<file path="src/rtl/sensor_ctl_consts.svh">
// Purpose: Offsets, field positions, reset values and timing counts
// Assumes: 125 MHz pclk, 32-bit APB data
// Notes: Definitions only
`ifndef SENSOR_CTL_CONSTS_SVH
`define SENSOR_CTL_CONSTS_SVH

// ****************************************
// Register byte offsets
// ****************************************
`define OFS_CTRL_CFG 12'h000
`define OFS_FW_CTRL 12'h004
`define OFS_RESULT 12'h008
`define OFS_STATUS 12'h00C
`define OFS_IRQ_STAT 12'h010
`define OFS_IRQ_MASK 12'h014

// ****************************************
// Field positions
// ****************************************
// CTRL_CFG: which functions the control pin asserts
`define CFG_CAL_BIT 0
`define CFG_AZ_BIT 1
`define CFG_ST_BIT 2
// FW_CTRL: firmware requests
`define FW_CAL_EN_BIT 0
`define FW_AZ_GO_BIT 1
`define FW_ST_GO_BIT 2
`define FW_BUSY_BIT 3
`define FW_DONE_BIT 4
`define FW_FAIL_BIT 5
`define FW_TRIM_BIT 6
// RESULT: sticky failure indications
`define RES_ST_FAIL_BIT 0
`define RES_AZ_FAIL_BIT 1
`define RES_TRIM_FAIL_BIT 2
// IRQ bits
`define IRQ_RX_START_BIT 0
`define IRQ_RX_IDLE_BIT 1
`define IRQ_FAIL_BIT 2
`define IRQ_OK_BIT 3

// ****************************************
// Reset values
// ****************************************
`define CTRL_CFG_RST 3'h7
`define IRQ_MASK_RST 4'h0

// ****************************************
// Timing
// ****************************************
`define PCLK_HZ 125000000
`define BAUD 9600
`define BIT_CYCLES ((`PCLK_HZ) / (`BAUD))
`define IDLE_CHARS 4
`define POWERUP_US 100

`endif

</file>
<file path="src/rtl/sensor_ctl_pkg.sv">
// Purpose: Types shared by the sensor control logic
// Assumes: Nothing
// Notes: Constants live in sensor_ctl_consts.svh
package sensor_ctl_pkg;
    typedef enum logic [1:0] {
        OP_POWERUP,
        OP_RUN,
        OP_BUSY
    } op_state_e;

    typedef enum logic [1:0] {
        RX_IDLE,
        RX_START,
        RX_DATA,
        RX_STOP
    } rx_state_e;
endpackage : sensor_ctl_pkg

</file>
<file path="src/rtl/serial_activity.sv">
// Purpose: Detect valid 9600 baud characters on the shared pin
// Assumes: Pin already synchronous to pclk, idle line high (mark)
// Notes: Pulses char_ok per character with a correct stop bit
`timescale 1ns/1ns
`default_nettype none
`include "sensor_ctl_consts.svh"

module serial_activity #(
    parameter int BIT_CYCLES = `BIT_CYCLES
) (
    input wire logic pclk,
    input wire logic presetn,
    input wire logic rx_pin,
    output logic char_ok
);
    if (BIT_CYCLES < 4)
    begin : g_bit_check
        $error("BIT_CYCLES too small");
    end

    localparam int CW = $clog2(BIT_CYCLES + 1);
    localparam logic [CW-1:0] FULL = CW'(BIT_CYCLES - 1);
    localparam logic [CW-1:0] HALF = CW'(BIT_CYCLES / 2);

    sensor_ctl_pkg::rx_state_e state_q;
    logic [CW-1:0] cnt_q;
    logic [2:0] bit_q;
    logic rx_prev_q;

    // ****************************************
    // Character framing
    // ****************************************
    // 9600 baud framing
    always_ff @(posedge pclk or negedge presetn)
    begin
        if (!presetn)
        begin
            state_q <= sensor_ctl_pkg::RX_IDLE;
            cnt_q <= '0;
            bit_q <= 3'h0;
            char_ok <= 1'b0;
            // Low so a pin already low at reset is not read as a start bit
            rx_prev_q <= 1'b0;
        end
        else
        begin
            char_ok <= 1'b0;
            rx_prev_q <= rx_pin;
            unique case (state_q)
                sensor_ctl_pkg::RX_IDLE:
                begin
                    cnt_q <= '0;
                    // Falling edge only: a held-low control level is one failed frame
                    if (rx_prev_q && !rx_pin)
                    begin
                        state_q <= sensor_ctl_pkg::RX_START;
                    end
                end
                sensor_ctl_pkg::RX_START:
                begin
                    // Glitches shorter than half a bit are rejected
                    if (cnt_q == HALF)
                    begin
                        cnt_q <= '0;
                        bit_q <= 3'h0;
                        state_q <= rx_pin ? sensor_ctl_pkg::RX_IDLE : sensor_ctl_pkg::RX_DATA;
                    end
                    else
                    begin
                        cnt_q <= cnt_q + 1'b1;
                    end
                end
                sensor_ctl_pkg::RX_DATA:
                begin
                    if (cnt_q == FULL)
                    begin
                        cnt_q <= '0;
                        bit_q <= bit_q + 1'b1;
                        if (bit_q == 3'h7)
                        begin
                            state_q <= sensor_ctl_pkg::RX_STOP;
                        end
                    end
                    else
                    begin
                        cnt_q <= cnt_q + 1'b1;
                    end
                end
                sensor_ctl_pkg::RX_STOP:
                begin
                    if (cnt_q == FULL)
                    begin
                        char_ok <= rx_pin;
                        state_q <= sensor_ctl_pkg::RX_IDLE;
                    end
                    else
                    begin
                        cnt_q <= cnt_q + 1'b1;
                    end
                end
            endcase
        end
    end
endmodule : serial_activity
`default_nettype wire

</file>
<file path="src/rtl/sensor_ctl.sv">
// Purpose: Control pin arbitration, transmit enable and status output
// Assumes: Shared pin synchronous to pclk; firmware reports results over APB
// Notes: Firmware sequences auto-zero, self-test and trim; this block gates them
//
// The register offsets and register access over APB are this design's own decisions.
`timescale 1ns/1ns
`default_nettype none
`include "sensor_ctl_consts.svh"

module sensor_ctl #(
    parameter int BIT_CYCLES = `BIT_CYCLES,
    parameter int IDLE_CYCLES = `BIT_CYCLES * 10 * `IDLE_CHARS,
    parameter int POWERUP_CYCLES = `POWERUP_US * (`PCLK_HZ / 1000000)
) (
    input wire logic pclk,
    input wire logic presetn,
    input wire logic psel,
    input wire logic penable,
    input wire logic pwrite,
    input wire logic [11:0] paddr,
    input wire logic [31:0] pwdata,
    input wire logic [3:0] pstrb,
    output logic [31:0] prdata,
    output logic pready,
    output logic pslverr,
    input wire logic shared_pin,
    output logic tx_enable,
    output logic cal_enable,
    output logic autozero_start,
    output logic selftest_start,
    output logic status_ok,
    output logic irq
);
    if (IDLE_CYCLES < BIT_CYCLES * 10 || POWERUP_CYCLES < 1)
    begin : g_timing_check
        $error("Timing parameters out of range");
    end

    localparam int IW = $clog2(IDLE_CYCLES + 1);
    localparam int PW = $clog2(POWERUP_CYCLES + 1);

    // ****************************************
    // APB decode
    // ****************************************
    logic wr_en;
    logic rd_en;
    logic hit;

    function automatic logic is_reg(input logic [11:0] a);
        return a == `OFS_CTRL_CFG || a == `OFS_FW_CTRL || a == `OFS_RESULT ||
               a == `OFS_STATUS || a == `OFS_IRQ_STAT || a == `OFS_IRQ_MASK;
    endfunction : is_reg

    assign hit = is_reg(paddr);
    assign wr_en = psel && penable && pwrite && hit && pstrb[0];
    assign rd_en = psel && penable && !pwrite;
    assign pready = 1'b1;
    assign pslverr = psel && penable && !hit;

    // ****************************************
    // Serial activity and idle timeout
    // ****************************************
    logic char_ok;
    logic serial_q;
    logic [IW-1:0] idle_q;
    logic rx_start_ev;
    logic rx_idle_ev;

    serial_activity #(
        .BIT_CYCLES(BIT_CYCLES)
    ) u_rx (
        .pclk(pclk),
        .presetn(presetn),
        .rx_pin(shared_pin),
        .char_ok(char_ok)
    );

    assign rx_start_ev = char_ok && !serial_q;
    assign rx_idle_ev = serial_q && !char_ok && (idle_q == IW'(1));

    always_ff @(posedge pclk or negedge presetn)
    begin
        if (!presetn)
        begin
            serial_q <= 1'b0;
            idle_q <= '0;
        end
        else if (char_ok)
        begin
            serial_q <= 1'b1;
            idle_q <= IW'(IDLE_CYCLES);
        end
        else if (idle_q != '0)
        begin
            idle_q <= idle_q - 1'b1;
            if (idle_q == IW'(1))
            begin
                serial_q <= 1'b0;
            end
        end
    end

    always_ff @(posedge pclk or negedge presetn)
    begin
        if (!presetn)
        begin
            tx_enable <= 1'b0;
        end
        else
        begin
            tx_enable <= char_ok || (serial_q && !rx_idle_ev);
        end
    end

    // ****************************************
    // Control pin interpretation
    // ****************************************
    logic [2:0] cfg_q;
    logic ctrl_level;
    logic ctrl_prev_q;
    logic pin_low_q;

    // A pin dropping low may be a start bit; wait a character before
    // trusting it as a released control level.
    logic [IW-1:0] low_cnt_q;
    always_ff @(posedge pclk or negedge presetn)
    begin
        if (!presetn)
        begin
            low_cnt_q <= '0;
            pin_low_q <= 1'b1;
        end
        else if (shared_pin)
        begin
            low_cnt_q <= '0;
            pin_low_q <= 1'b0;
        end
        else if (low_cnt_q == IW'(BIT_CYCLES * 10))
        begin
            pin_low_q <= 1'b1;
        end
        else
        begin
            low_cnt_q <= low_cnt_q + 1'b1;
        end
    end

    assign ctrl_level = !pin_low_q && !serial_q && !char_ok;

    always_ff @(posedge pclk or negedge presetn)
    begin
        if (!presetn)
        begin
            ctrl_prev_q <= 1'b0;
        end
        else
        begin
            ctrl_prev_q <= ctrl_level;
        end
    end

    // ****************************************
    // Firmware control and results
    // ****************************************
    logic fw_cal_q;
    logic fw_busy_q;
    logic [2:0] result_q;
    logic [3:0] irq_stat_q;
    logic [3:0] irq_mask_q;
    logic fw_done;
    logic fw_fail;
    logic [3:0] ev;
    sensor_ctl_pkg::op_state_e op_q;
    logic [PW-1:0] pu_q;

    assign fw_done = wr_en && paddr == `OFS_FW_CTRL && pwdata[`FW_DONE_BIT];
    assign fw_fail = fw_done && pwdata[`FW_FAIL_BIT];

    always_ff @(posedge pclk or negedge presetn)
    begin
        if (!presetn)
        begin
            cfg_q <= `CTRL_CFG_RST;
            fw_cal_q <= 1'b0;
            irq_mask_q <= `IRQ_MASK_RST;
        end
        else if (wr_en)
        begin
            if (paddr == `OFS_CTRL_CFG)
            begin
                cfg_q <= pwdata[2:0];
            end
            if (paddr == `OFS_FW_CTRL)
            begin
                fw_cal_q <= pwdata[`FW_CAL_EN_BIT];
            end
            if (paddr == `OFS_IRQ_MASK)
            begin
                irq_mask_q <= pwdata[3:0];
            end
        end
    end

    logic cal_d;
    logic az_d;
    logic st_d;
    assign cal_d = fw_cal_q || (ctrl_level && cfg_q[`CFG_CAL_BIT]);
    assign az_d = (ctrl_level && !ctrl_prev_q && cfg_q[`CFG_AZ_BIT]) ||
                  (wr_en && paddr == `OFS_FW_CTRL && pwdata[`FW_AZ_GO_BIT]);
    assign st_d = (ctrl_level && !ctrl_prev_q && cfg_q[`CFG_ST_BIT]) ||
                  (wr_en && paddr == `OFS_FW_CTRL && pwdata[`FW_ST_GO_BIT]);

    always_ff @(posedge pclk or negedge presetn)
    begin
        if (!presetn)
        begin
            cal_enable <= 1'b0;
            autozero_start <= 1'b0;
            selftest_start <= 1'b0;
        end
        else
        begin
            cal_enable <= cal_d;
            autozero_start <= az_d;
            selftest_start <= st_d;
        end
    end

    // Operating state: power-up hold, then run or busy
    always_ff @(posedge pclk or negedge presetn)
    begin
        if (!presetn)
        begin
            op_q <= sensor_ctl_pkg::OP_POWERUP;
            pu_q <= PW'(POWERUP_CYCLES);
            fw_busy_q <= 1'b0;
        end
        else
        begin
            unique case (op_q)
                sensor_ctl_pkg::OP_POWERUP:
                begin
                    pu_q <= pu_q - 1'b1;
                    if (pu_q == PW'(1))
                    begin
                        op_q <= sensor_ctl_pkg::OP_RUN;
                    end
                end
                sensor_ctl_pkg::OP_RUN:
                begin
                    if (autozero_start || selftest_start ||
                        (wr_en && paddr == `OFS_FW_CTRL && pwdata[`FW_BUSY_BIT]))
                    begin
                        op_q <= sensor_ctl_pkg::OP_BUSY;
                    end
                end
                sensor_ctl_pkg::OP_BUSY:
                begin
                    if (fw_done)
                    begin
                        op_q <= sensor_ctl_pkg::OP_RUN;
                    end
                end
            endcase
            fw_busy_q <= op_q != sensor_ctl_pkg::OP_RUN;
        end
    end

    always_ff @(posedge pclk or negedge presetn)
    begin
        if (!presetn)
        begin
            result_q <= 3'h0;
        end
        else if (fw_fail)
        begin
            result_q[`RES_ST_FAIL_BIT] <= result_q[`RES_ST_FAIL_BIT] | pwdata[`FW_ST_GO_BIT];
            result_q[`RES_AZ_FAIL_BIT] <= result_q[`RES_AZ_FAIL_BIT] | pwdata[`FW_AZ_GO_BIT];
            result_q[`RES_TRIM_FAIL_BIT] <= result_q[`RES_TRIM_FAIL_BIT] |
                                            pwdata[`FW_TRIM_BIT];
        end
    end

    always_ff @(posedge pclk or negedge presetn)
    begin
        if (!presetn)
        begin
            status_ok <= 1'b0;
        end
        else
        begin
            // Next values too, so status falls with cal or a start pulse, not after
            status_ok <= op_q == sensor_ctl_pkg::OP_RUN && !cal_d && result_q == 3'h0 &&
                         !autozero_start && !selftest_start && !az_d && !st_d;
        end
    end

    // ****************************************
    // Interrupts
    // ****************************************
    assign ev = {fw_done && !fw_fail, fw_fail, rx_idle_ev, rx_start_ev};

    // Set wins over a same-cycle write-one clear
    always_ff @(posedge pclk or negedge presetn)
    begin
        if (!presetn)
        begin
            irq_stat_q <= 4'h0;
        end
        else if (wr_en && paddr == `OFS_IRQ_STAT)
        begin
            irq_stat_q <= (irq_stat_q & ~pwdata[3:0]) | ev;
        end
        else
        begin
            irq_stat_q <= irq_stat_q | ev;
        end
    end

    assign irq = |(irq_stat_q & irq_mask_q);

    // ****************************************
    // Read data
    // ****************************************
    always_ff @(posedge pclk or negedge presetn)
    begin
        if (!presetn)
        begin
            prdata <= 32'h0000_0000;
        end
        else if (psel && !penable && !pwrite)
        begin
            unique case (paddr)
                `OFS_CTRL_CFG: prdata <= {29'h0, cfg_q};
                `OFS_FW_CTRL: prdata <= {28'h0, fw_busy_q, 2'h0, fw_cal_q};
                `OFS_RESULT: prdata <= {29'h0, result_q};
                `OFS_STATUS: prdata <= {26'h0, serial_q, tx_enable, status_ok,
                                        cal_enable, ctrl_level, shared_pin};
                `OFS_IRQ_STAT: prdata <= {28'h0, irq_stat_q};
                `OFS_IRQ_MASK: prdata <= {28'h0, irq_mask_q};
                default: prdata <= 32'h0000_0000;
            endcase
        end
    end

    logic unused;
    assign unused = rd_en;
endmodule : sensor_ctl
`default_nettype wire

</file>
<file path="config.mk">
export PLATFORM = sky130hd
export DESIGN_NAME = sensor_ctl
export DESIGN_NICKNAME = d
export VERILOG_FILES = /design/src/rtl/sensor_ctl_pkg.sv /design/src/rtl/serial_activity.sv /design/src/rtl/sensor_ctl.sv
export VERILOG_INCLUDE_DIRS = /design/src /design/src/rtl
export SDC_FILE = /design/constraint.sdc
export NUM_CORES = 1
export LEC_CHECK = 0
export BUFFER_PORTS_ARGS = -buffer_cell sky130_fd_sc_hd__buf_4
export CAP_MARGIN = 20
export CORE_UTILIZATION = 61
export CTS_CLUSTER_DIAMETER = 200
export DETAILED_ROUTE_END_ITERATION = 10
export HOLD_SLACK_MARGIN = 0.03
export PLACE_DENSITY = 0.92
export SYNTH_ARGS = -nofsm -noshare
export SYNTH_HDL_FRONTEND = slang
export SYNTH_SLANG_ARGS = --single-unit
export TNS_END_PERCENT = 10
</file>
<file path="constraint.sdc">
create_clock -name pclk -period 5.3 [get_ports pclk]
set_input_delay 0.265 -clock pclk [delete_from_list [all_inputs] [get_ports pclk]]
set_output_delay 0.265 -clock pclk [all_outputs]
set_load 0.01 [all_outputs]
</file>
==> results.py, run 1 <==
metrics = {
    "run_status": {
        "outcome": "finished, violations left",
        "violations": "design-rule violations",
    },
    "drt": {
        "antenna_left": 0,
        "wl_met3_microns": 559,
        "detail_route.wl_per_cell_microns": 15.51,
        "routed_wl_microns": 11000,
        "drt-vias-per-instance": 5.951,
        "wl_met1_microns": 4780,
        "drc": 14,
        "vias": 4219,
        "first_pass_iters": 8,
        "highest_layer": "met4",
        "first_iter_violations": 209,
        "wl_met2_microns": 5468,
    },
    "floorplanning": {
        "die_h_microns": 97.90,
        "io_pins": 94,
        "rows": 34,
        "die_x_microns": 97.90,
        "start_util_pct": 63.71,
        "core_sq_um": 8806,
        "die_area_sq_um": 9584,
    },
    "synth": {
        "async_reset_ff_share_pct": 100.0,
        "yosysTopAreaCellShare_pct": 42.37,
        "yosys_warnings": 0,
        "synthTopCellsByArea": "dfrtp_1, dfstp_2, nor2_1",
        "synth_area_sq_um": 5610,
        "synth_top_cell_by_area": "dfrtp_1",
        "syn_area_per_cell_sq_um": 9.912,
        "ys_ff_latch": 105,
        "yosysSeqAreaShare_pct": 47.06,
        "synth_top_flop_cell": "dfrtp_1",
        "synth_cells": 566,
        "yosysUniqueCellTypes": 60,
        "synth-edff-count": 0,
    },
    "placed_design": {
        "hpwl_microns": 7754,
        "gp_congestion": 0.8874,
        "dpl_cell_area_sq_um": 5842,
        "portBuffers": 38,
    },
    "grt": {
        "grt_first_pass_wirelength_microns": 18770,
        "grt_pass1_vias": 4030,
        "grt_start_max_net_pins": 56,
        "antenna_found_initial": 0,
        "grt_overflow_total": 0,
        "track_usage_pct": 24.35,
    },
    "pwr": {
        "power_density_nw_per_um2": 272.7,
        "max-vdd-ir-drop_mv": 0.1511,
        "p_leak_nw": 2.922,
    },
    "sta": {
        "max_freq_ghz": 0.3417,
        "rsz0062_at_grt": "false",
        "fin_tns_setup_ns": 0,
        "tightest_slew_ns": 1.010,
        "skew_ns": 0.01037,
        "setup_viol": 0,
        "finalMaxSlewViolations": 0,
        "timing.final.hold_violations": 0,
        "slew_headroom_pct": 32.43,
        "period_share_pct": 55.21,
        "period_needed_ns": 2.926,
    },
    "worst_setup_path": {
        "crit_required_ns": 5.51,
        "worstPathArrival_ns": 3.14,
        "path_class": "reg -> reg",
        "cp-end-kind": "register",
        "crit_fanout": 14,
        "startpoint_type": "register",
    },
    "cts": {
        "cts_tree": "yes",
        "cts.path.max_buffers": 2,
        "htreeDepth": 3,
        "clk_latency_ns": 0.37,
        "cts_root_buffer": "clkbuf_8",
        "clock_sinks": 105,
        "cts_buffers": 9,
        "cts_resized": 0,
        "clk_transition_reported_paths_ns": 0.10,
        "post_cts_buffers": 0,
    },
    "final_layout": {
        "mostFrequentLayoutCells": "dfrtp_1, nor2_1, nand2_1",
        "final_common_cell": "dfrtp_1",
        "n_antenna_cell": 0,
        "final_nets": 664,
        "num-fill-cells": 623,
        "layout-drive-gt1-share_pct": 16.14,
        "areaGrowthSynthToFinish_pct": 7.761,
        "fin_area_sq_um": 6046,
    },
    "job": {
        "drv_cap": 0,
    },
    "min_path": {
        "hold_class": "in -> reg",
    },
}
state kept, by name (all words and copies together), names as in the netlist, 2 cells and up, named ones only:
register    flops
pu_q           14
op_q            2
u_rx.bit_q      3
cfg_q           3
idle_q         19
result_q        3
u_rx.cnt_q     14
prdata          6
low_cnt_q      19
irq_mask_q      4
irq_stat_q      4
kinds of logic after synthesis:
group / synth area share (%)
adders and majority gates: 3.122
xor gates and xnor gates: 8.118
AOI/OAI and AO/OA: 7.249
muxes: 4.795
buffers and inverters: 6.177
DFF: 47.06
other: 0.1339
and+or+nand+nor: 23.35
power by group:
group / total [mW] / switching (mW) / internal [mW]
logic: 0.222 / 0.123 / 0.0982
clock network: 0.481 / 0.270 / 0.212
registers: 0.946 / 0.0615 / 0.885
total: 1.65 / 0.454 / 1.19
timing repair:
item	in CTS	in global routing
endpoints found under the hold margin	48	0
setup endpoints to repair	0	0
hold buffers	1	0
layer usage:
metal | vias up | track usage, %
li1 | 1990 | -
met1 | 2067 | 31.54
met2 | 141 | 40.74
met3 | 21 | 5.583
met4 | 0 | 7.692
met5 | - | 0
synth_stat cells, types with 5 or more instances:
library cell,n
nand4_1,13
o31ai_1,5
and3_1,5
a22oi_1,7
nor3_1,11
nand2_1,52
mux2_2,13
mux2i_1,10
dfstp_2,10
and4_1,5
nand3_1,24
xnor2_1,27
or3_1,9
xor2_1,25
o21ai_0,12
inv_1,15
buf_4,27
clkbuf_1,15
nor2_1,65
or2_2,6
a21oi_1,12
ha_1,14
nor4_1,18
dfrtp_1,95
stage by stage:
| step | util [%] | std cells | hold WS, ns | setup slack, ns | power (mW) |
|---|---|---|---|---|---|
| after floorplan | - | 591 | -0.03059 | 3.191 | 1.108 |
| after detailed placement | 66.34 | 692 | 0.3243 | 2.427 | 1.180 |
| final | 68.66 | 709 | 0.09515 | 2.374 | 1.649 |
| after global routing | 68.66 | 709 | 0.1104 | 2.086 | 1.726 |
| after CTS | 68.66 | 709 | 0.08555 | 2.404 | 1.660 |
| after global placement | 66.34 | 692 | 0.3174 | 2.514 | 1.159 |
critical path: stages (launching register included):
cell       delay (ns)
dfrtp_1          0.47
ha_1             0.24
and2_1           0.27
nand4_1          0.49
a22oi_1          0.35
a2bb2oi_1        0.83
nor2_1           0.12
worst paths after layout:
check                               from              to  slack, ns  depth (start not counted)
max                        u_rx.cnt_q[0]   u_rx.cnt_q[6]       2.37                          6
min reg2reg                      pu_q[8]         pu_q[8]       0.48                          1
max reg2reg                u_rx.cnt_q[0]   u_rx.cnt_q[6]       2.37                          6
max in group asynchronous        presetn         op_q[0]       3.76                          3
min in group asynchronous        presetn  u_rx.cnt_q[11]       0.44                          2
min                            pwdata[5]   irq_stat_q[3]        0.1                          2
area by class of cell:
| cell class | count | area, sq um | area share, % |
|---|---|---|---|
| Sequential cell | 105 | 2640 | 43.67 |
| Clock inverter | 3 | 25.02 | 0.4139 |
| Timing Repair Buffer | 40 | 302.8 | 5.008 |
| Multi-Input combinational cell | 425 | 2718 | 44.95 |
| Clock buffer | 13 | 168.9 | 2.794 |
| Inverter | 15 | 56.30 | 0.9313 |
| Tap cell | 108 | 135.1 | 2.235 |
Note: power is estimated with default switching activity, not from simulation.
==> run 2: changes to the inputs <==
- CORE_UTILIZATION: 61 -> 57
- PLACE_DENSITY: 0.92 -> 0.87
- clock period: 5.3 -> 2.74 ns (I/O delays scaled with it)
==> run 2 against run 1 <==
Net effect: the flow now finishes without violations; wire length decreased by 0.62%; design area rose by 1.9%; final cell count up 4.4%; combinational power is 97% higher; sequential power grew 93%; critical path depth is 1 higher; first-iteration DRC count decreased by 17%; hold slack got worse by 0.025 ns; global-route usage is 1.6 points lower; register-to-register slack worse by 2.2 ns; fmax grew 13%; setup slack lost 2.2 ns.
==> results.py, run 2 (same netlist as run 1, synthesis figures left out) <==
metrics = {
    "sta": {
        "fin_tns_setup_ns": 0,
        "timing.final.hold_violations": 0,
        "slew_headroom_pct": 42.93,
        "period_share_pct": 94.16,
        "finalMaxSlewViolations": 0,
        "rsz0062_at_grt": "false",
        "max_freq_ghz": 0.3876,
        "tightest_slew_ns": 0.8482,
        "fin_ws_ns": 0.1601,
        "period_needed_ns": 2.580,
        "setup_viol": 0,
        "skew_ns": 0.01450,
    },
    "cts": {
        "clock_sinks": 105,
        "cts_tree": "yes",
        "cts.path.max_buffers": 2,
        "cts_root_buffer": "clkbuf_8",
        "cts_buffers": 9,
        "clk_latency_ns": 0.38,
        "post_cts_buffers": 0,
        "htreeDepth": 3,
        "clk_transition_reported_paths_ns": 0.10,
    },
    "floorplanning": {
        "start_util_pct": 59.87,
        "die_x_microns": 101.2,
        "die_h_microns": 101.2,
        "die_area_sq_um": 10240,
        "io_pins": 94,
        "core_sq_um": 9371,
        "rows": 35,
    },
    "grt": {
        "grt_overflow_total": 0,
        "grt_pass1_vias": 4032,
        "grt_start_max_net_pins": 62,
        "grt_first_pass_wirelength_microns": 18290,
        "track_usage_pct": 22.73,
        "antenna_found_initial": 0,
    },
    "placed_design": {
        "hpwl_microns": 7836,
        "portBuffers": 38,
        "gp_congestion": 0.8802,
        "post-place-ws_ns": 0.2656,
    },
    "worst_setup_path": {
        "cp_cell_sequence": "inv_1 > ha_1 > or4b_2 > nor4_1 > nor4_1 > xnor2_1 > nand2_1",
        "r2r_slack_ns": 0.16,
        "rr_endpoint": "idle_q[17]",
        "startpoint_type": "register",
        "r2r_start": "idle_q[0]",
        "worstPathArrival_ns": 2.84,
        "ff2ff_path_depth": 7,
        "slowest_stage": "or4b_2",
        "critPathTopFamily": "simple AND/OR/NAND/NOR gates",
        "crit_fanout": 5,
        "path_buf_inv": 1,
        "cp_common_cell": "nor4_1",
        "critical-path-max-stage-delay_ns": 0.70,
        "path_class": "reg -> reg",
        "cp-end-kind": "register",
        "crit_required_ns": 3.00,
    },
    "min_path": {
        "hold_class": "in -> reg",
        "hold_end": "prdata[2]",
        "min_path_cells": 3,
        "worstHoldStart": "paddr[4]",
    },
    "pwr": {
        "p_leak_nw": 2.969,
        "power_density_nw_per_um2": 511.6,
        "p_total_mw": 3.151,
        "max-vdd-ir-drop_mv": 0.2857,
    },
    "run_status": {
        "outcome": "finished clean",
    },
    "final_layout": {
        "layout-drive-gt1-share_pct": 16.53,
        "final_nets": 674,
        "areaGrowthSynthToFinish_pct": 9.790,
        "top_regs": "idle_q: 19 flops, low_cnt_q: 19 flops",
        "mostFrequentLayoutCells": "dfrtp_1, nor2_1, nand2_1",
        "final_common_cell": "dfrtp_1",
        "n_antenna_cell": 0,
    },
    "job": {
        "drv_cap": 0,
    },
    "drt": {
        "detail_route.wl_per_cell_microns": 14.77,
        "antenna_left": 0,
        "drc": 0,
        "routed_wl_microns": 10930,
        "vias": 4195,
        "first_iter_violations": 173,
        "drt-vias-per-instance": 5.669,
        "first_pass_iters": 4,
    },
}
==> run 2: cell count changes in the layout (fill, tap and decap cells not counted), sizes merged <==
cell and change:
clkinv +2, buf +3, inv +3, clkbuf -4, dlygate4sd3 +7, clkinvlp -1
==> run 2: worst max-delay path by stage <==
stage | start | to | cells past startpoint
after floorplan | idle_q[0] | idle_q[15] | 7
after global placement | idle_q[0] | idle_q[15] | 7
after detailed placement | idle_q[0] | idle_q[17] | 7
after CTS | idle_q[0] | idle_q[15] | 7
after global routing | idle_q[0] | idle_q[17] | 7
final | idle_q[0] | idle_q[17] | 7
==> run 2: per-stage QoR <==
step | hold WS [ns] | util (%) | area, sq um | std cells
finish | 0.07018 | 65.73 | 6160 | 740
global route | 0.07579 | 65.73 | 6160 | 740
CTS | 0.05826 | 65.73 | 6160 | 740
detailed placement | 0.2681 | 62.99 | 5903 | 716
global placement | 0.2610 | 62.99 | 5903 | 716
floorplan | -0.1586 | - | 5704 | 591
==> run 2: per-layer routing <==
metal | GRT usage [%] | routed length, microns | share of wire (%)
met4 | 6.689 | 100 | 0.91
met1 | 28.69 | 4792 | 44
met2 | 39.46 | 5468 | 50
met5 | 0 | 0 | 0
met3 | 4.969 | 567 | 5.2
==> run 2: worst register-to-register path, cell delays in order (launching register included) <==
cell	delay (ns)
dfrtp_1	0.44
inv_1	0.10
ha_1	0.23
or4b_2	0.70
nor4_1	0.58
nor4_1	0.15
xnor2_1	0.20
nand2_1	0.07
==> run 2: area by class of cell <==
class	instances	area [sq um]
Fill cell	701	3212
Multi-Input combinational cell	425	2718
Sequential cell	105	2640
Timing Repair Buffer	50	407.9
Tap cell	129	161.4
Clock buffer	9	123.9
Inverter	15	56.30
Clock inverter	7	52.55
==> run 2: what timing repair did <==
item | CTS | global route
hold buffers | 8 | 0
gates resized for setup | 0 | 0
endpoints found under the hold margin | 69 | 0
==> run 2: where the power goes <==
part	switching (mW)	internal, mW	total [mW]
Combinational	0.238	0.200	0.438
Clock	0.541	0.340	0.881
Sequential	0.121	1.71	1.83
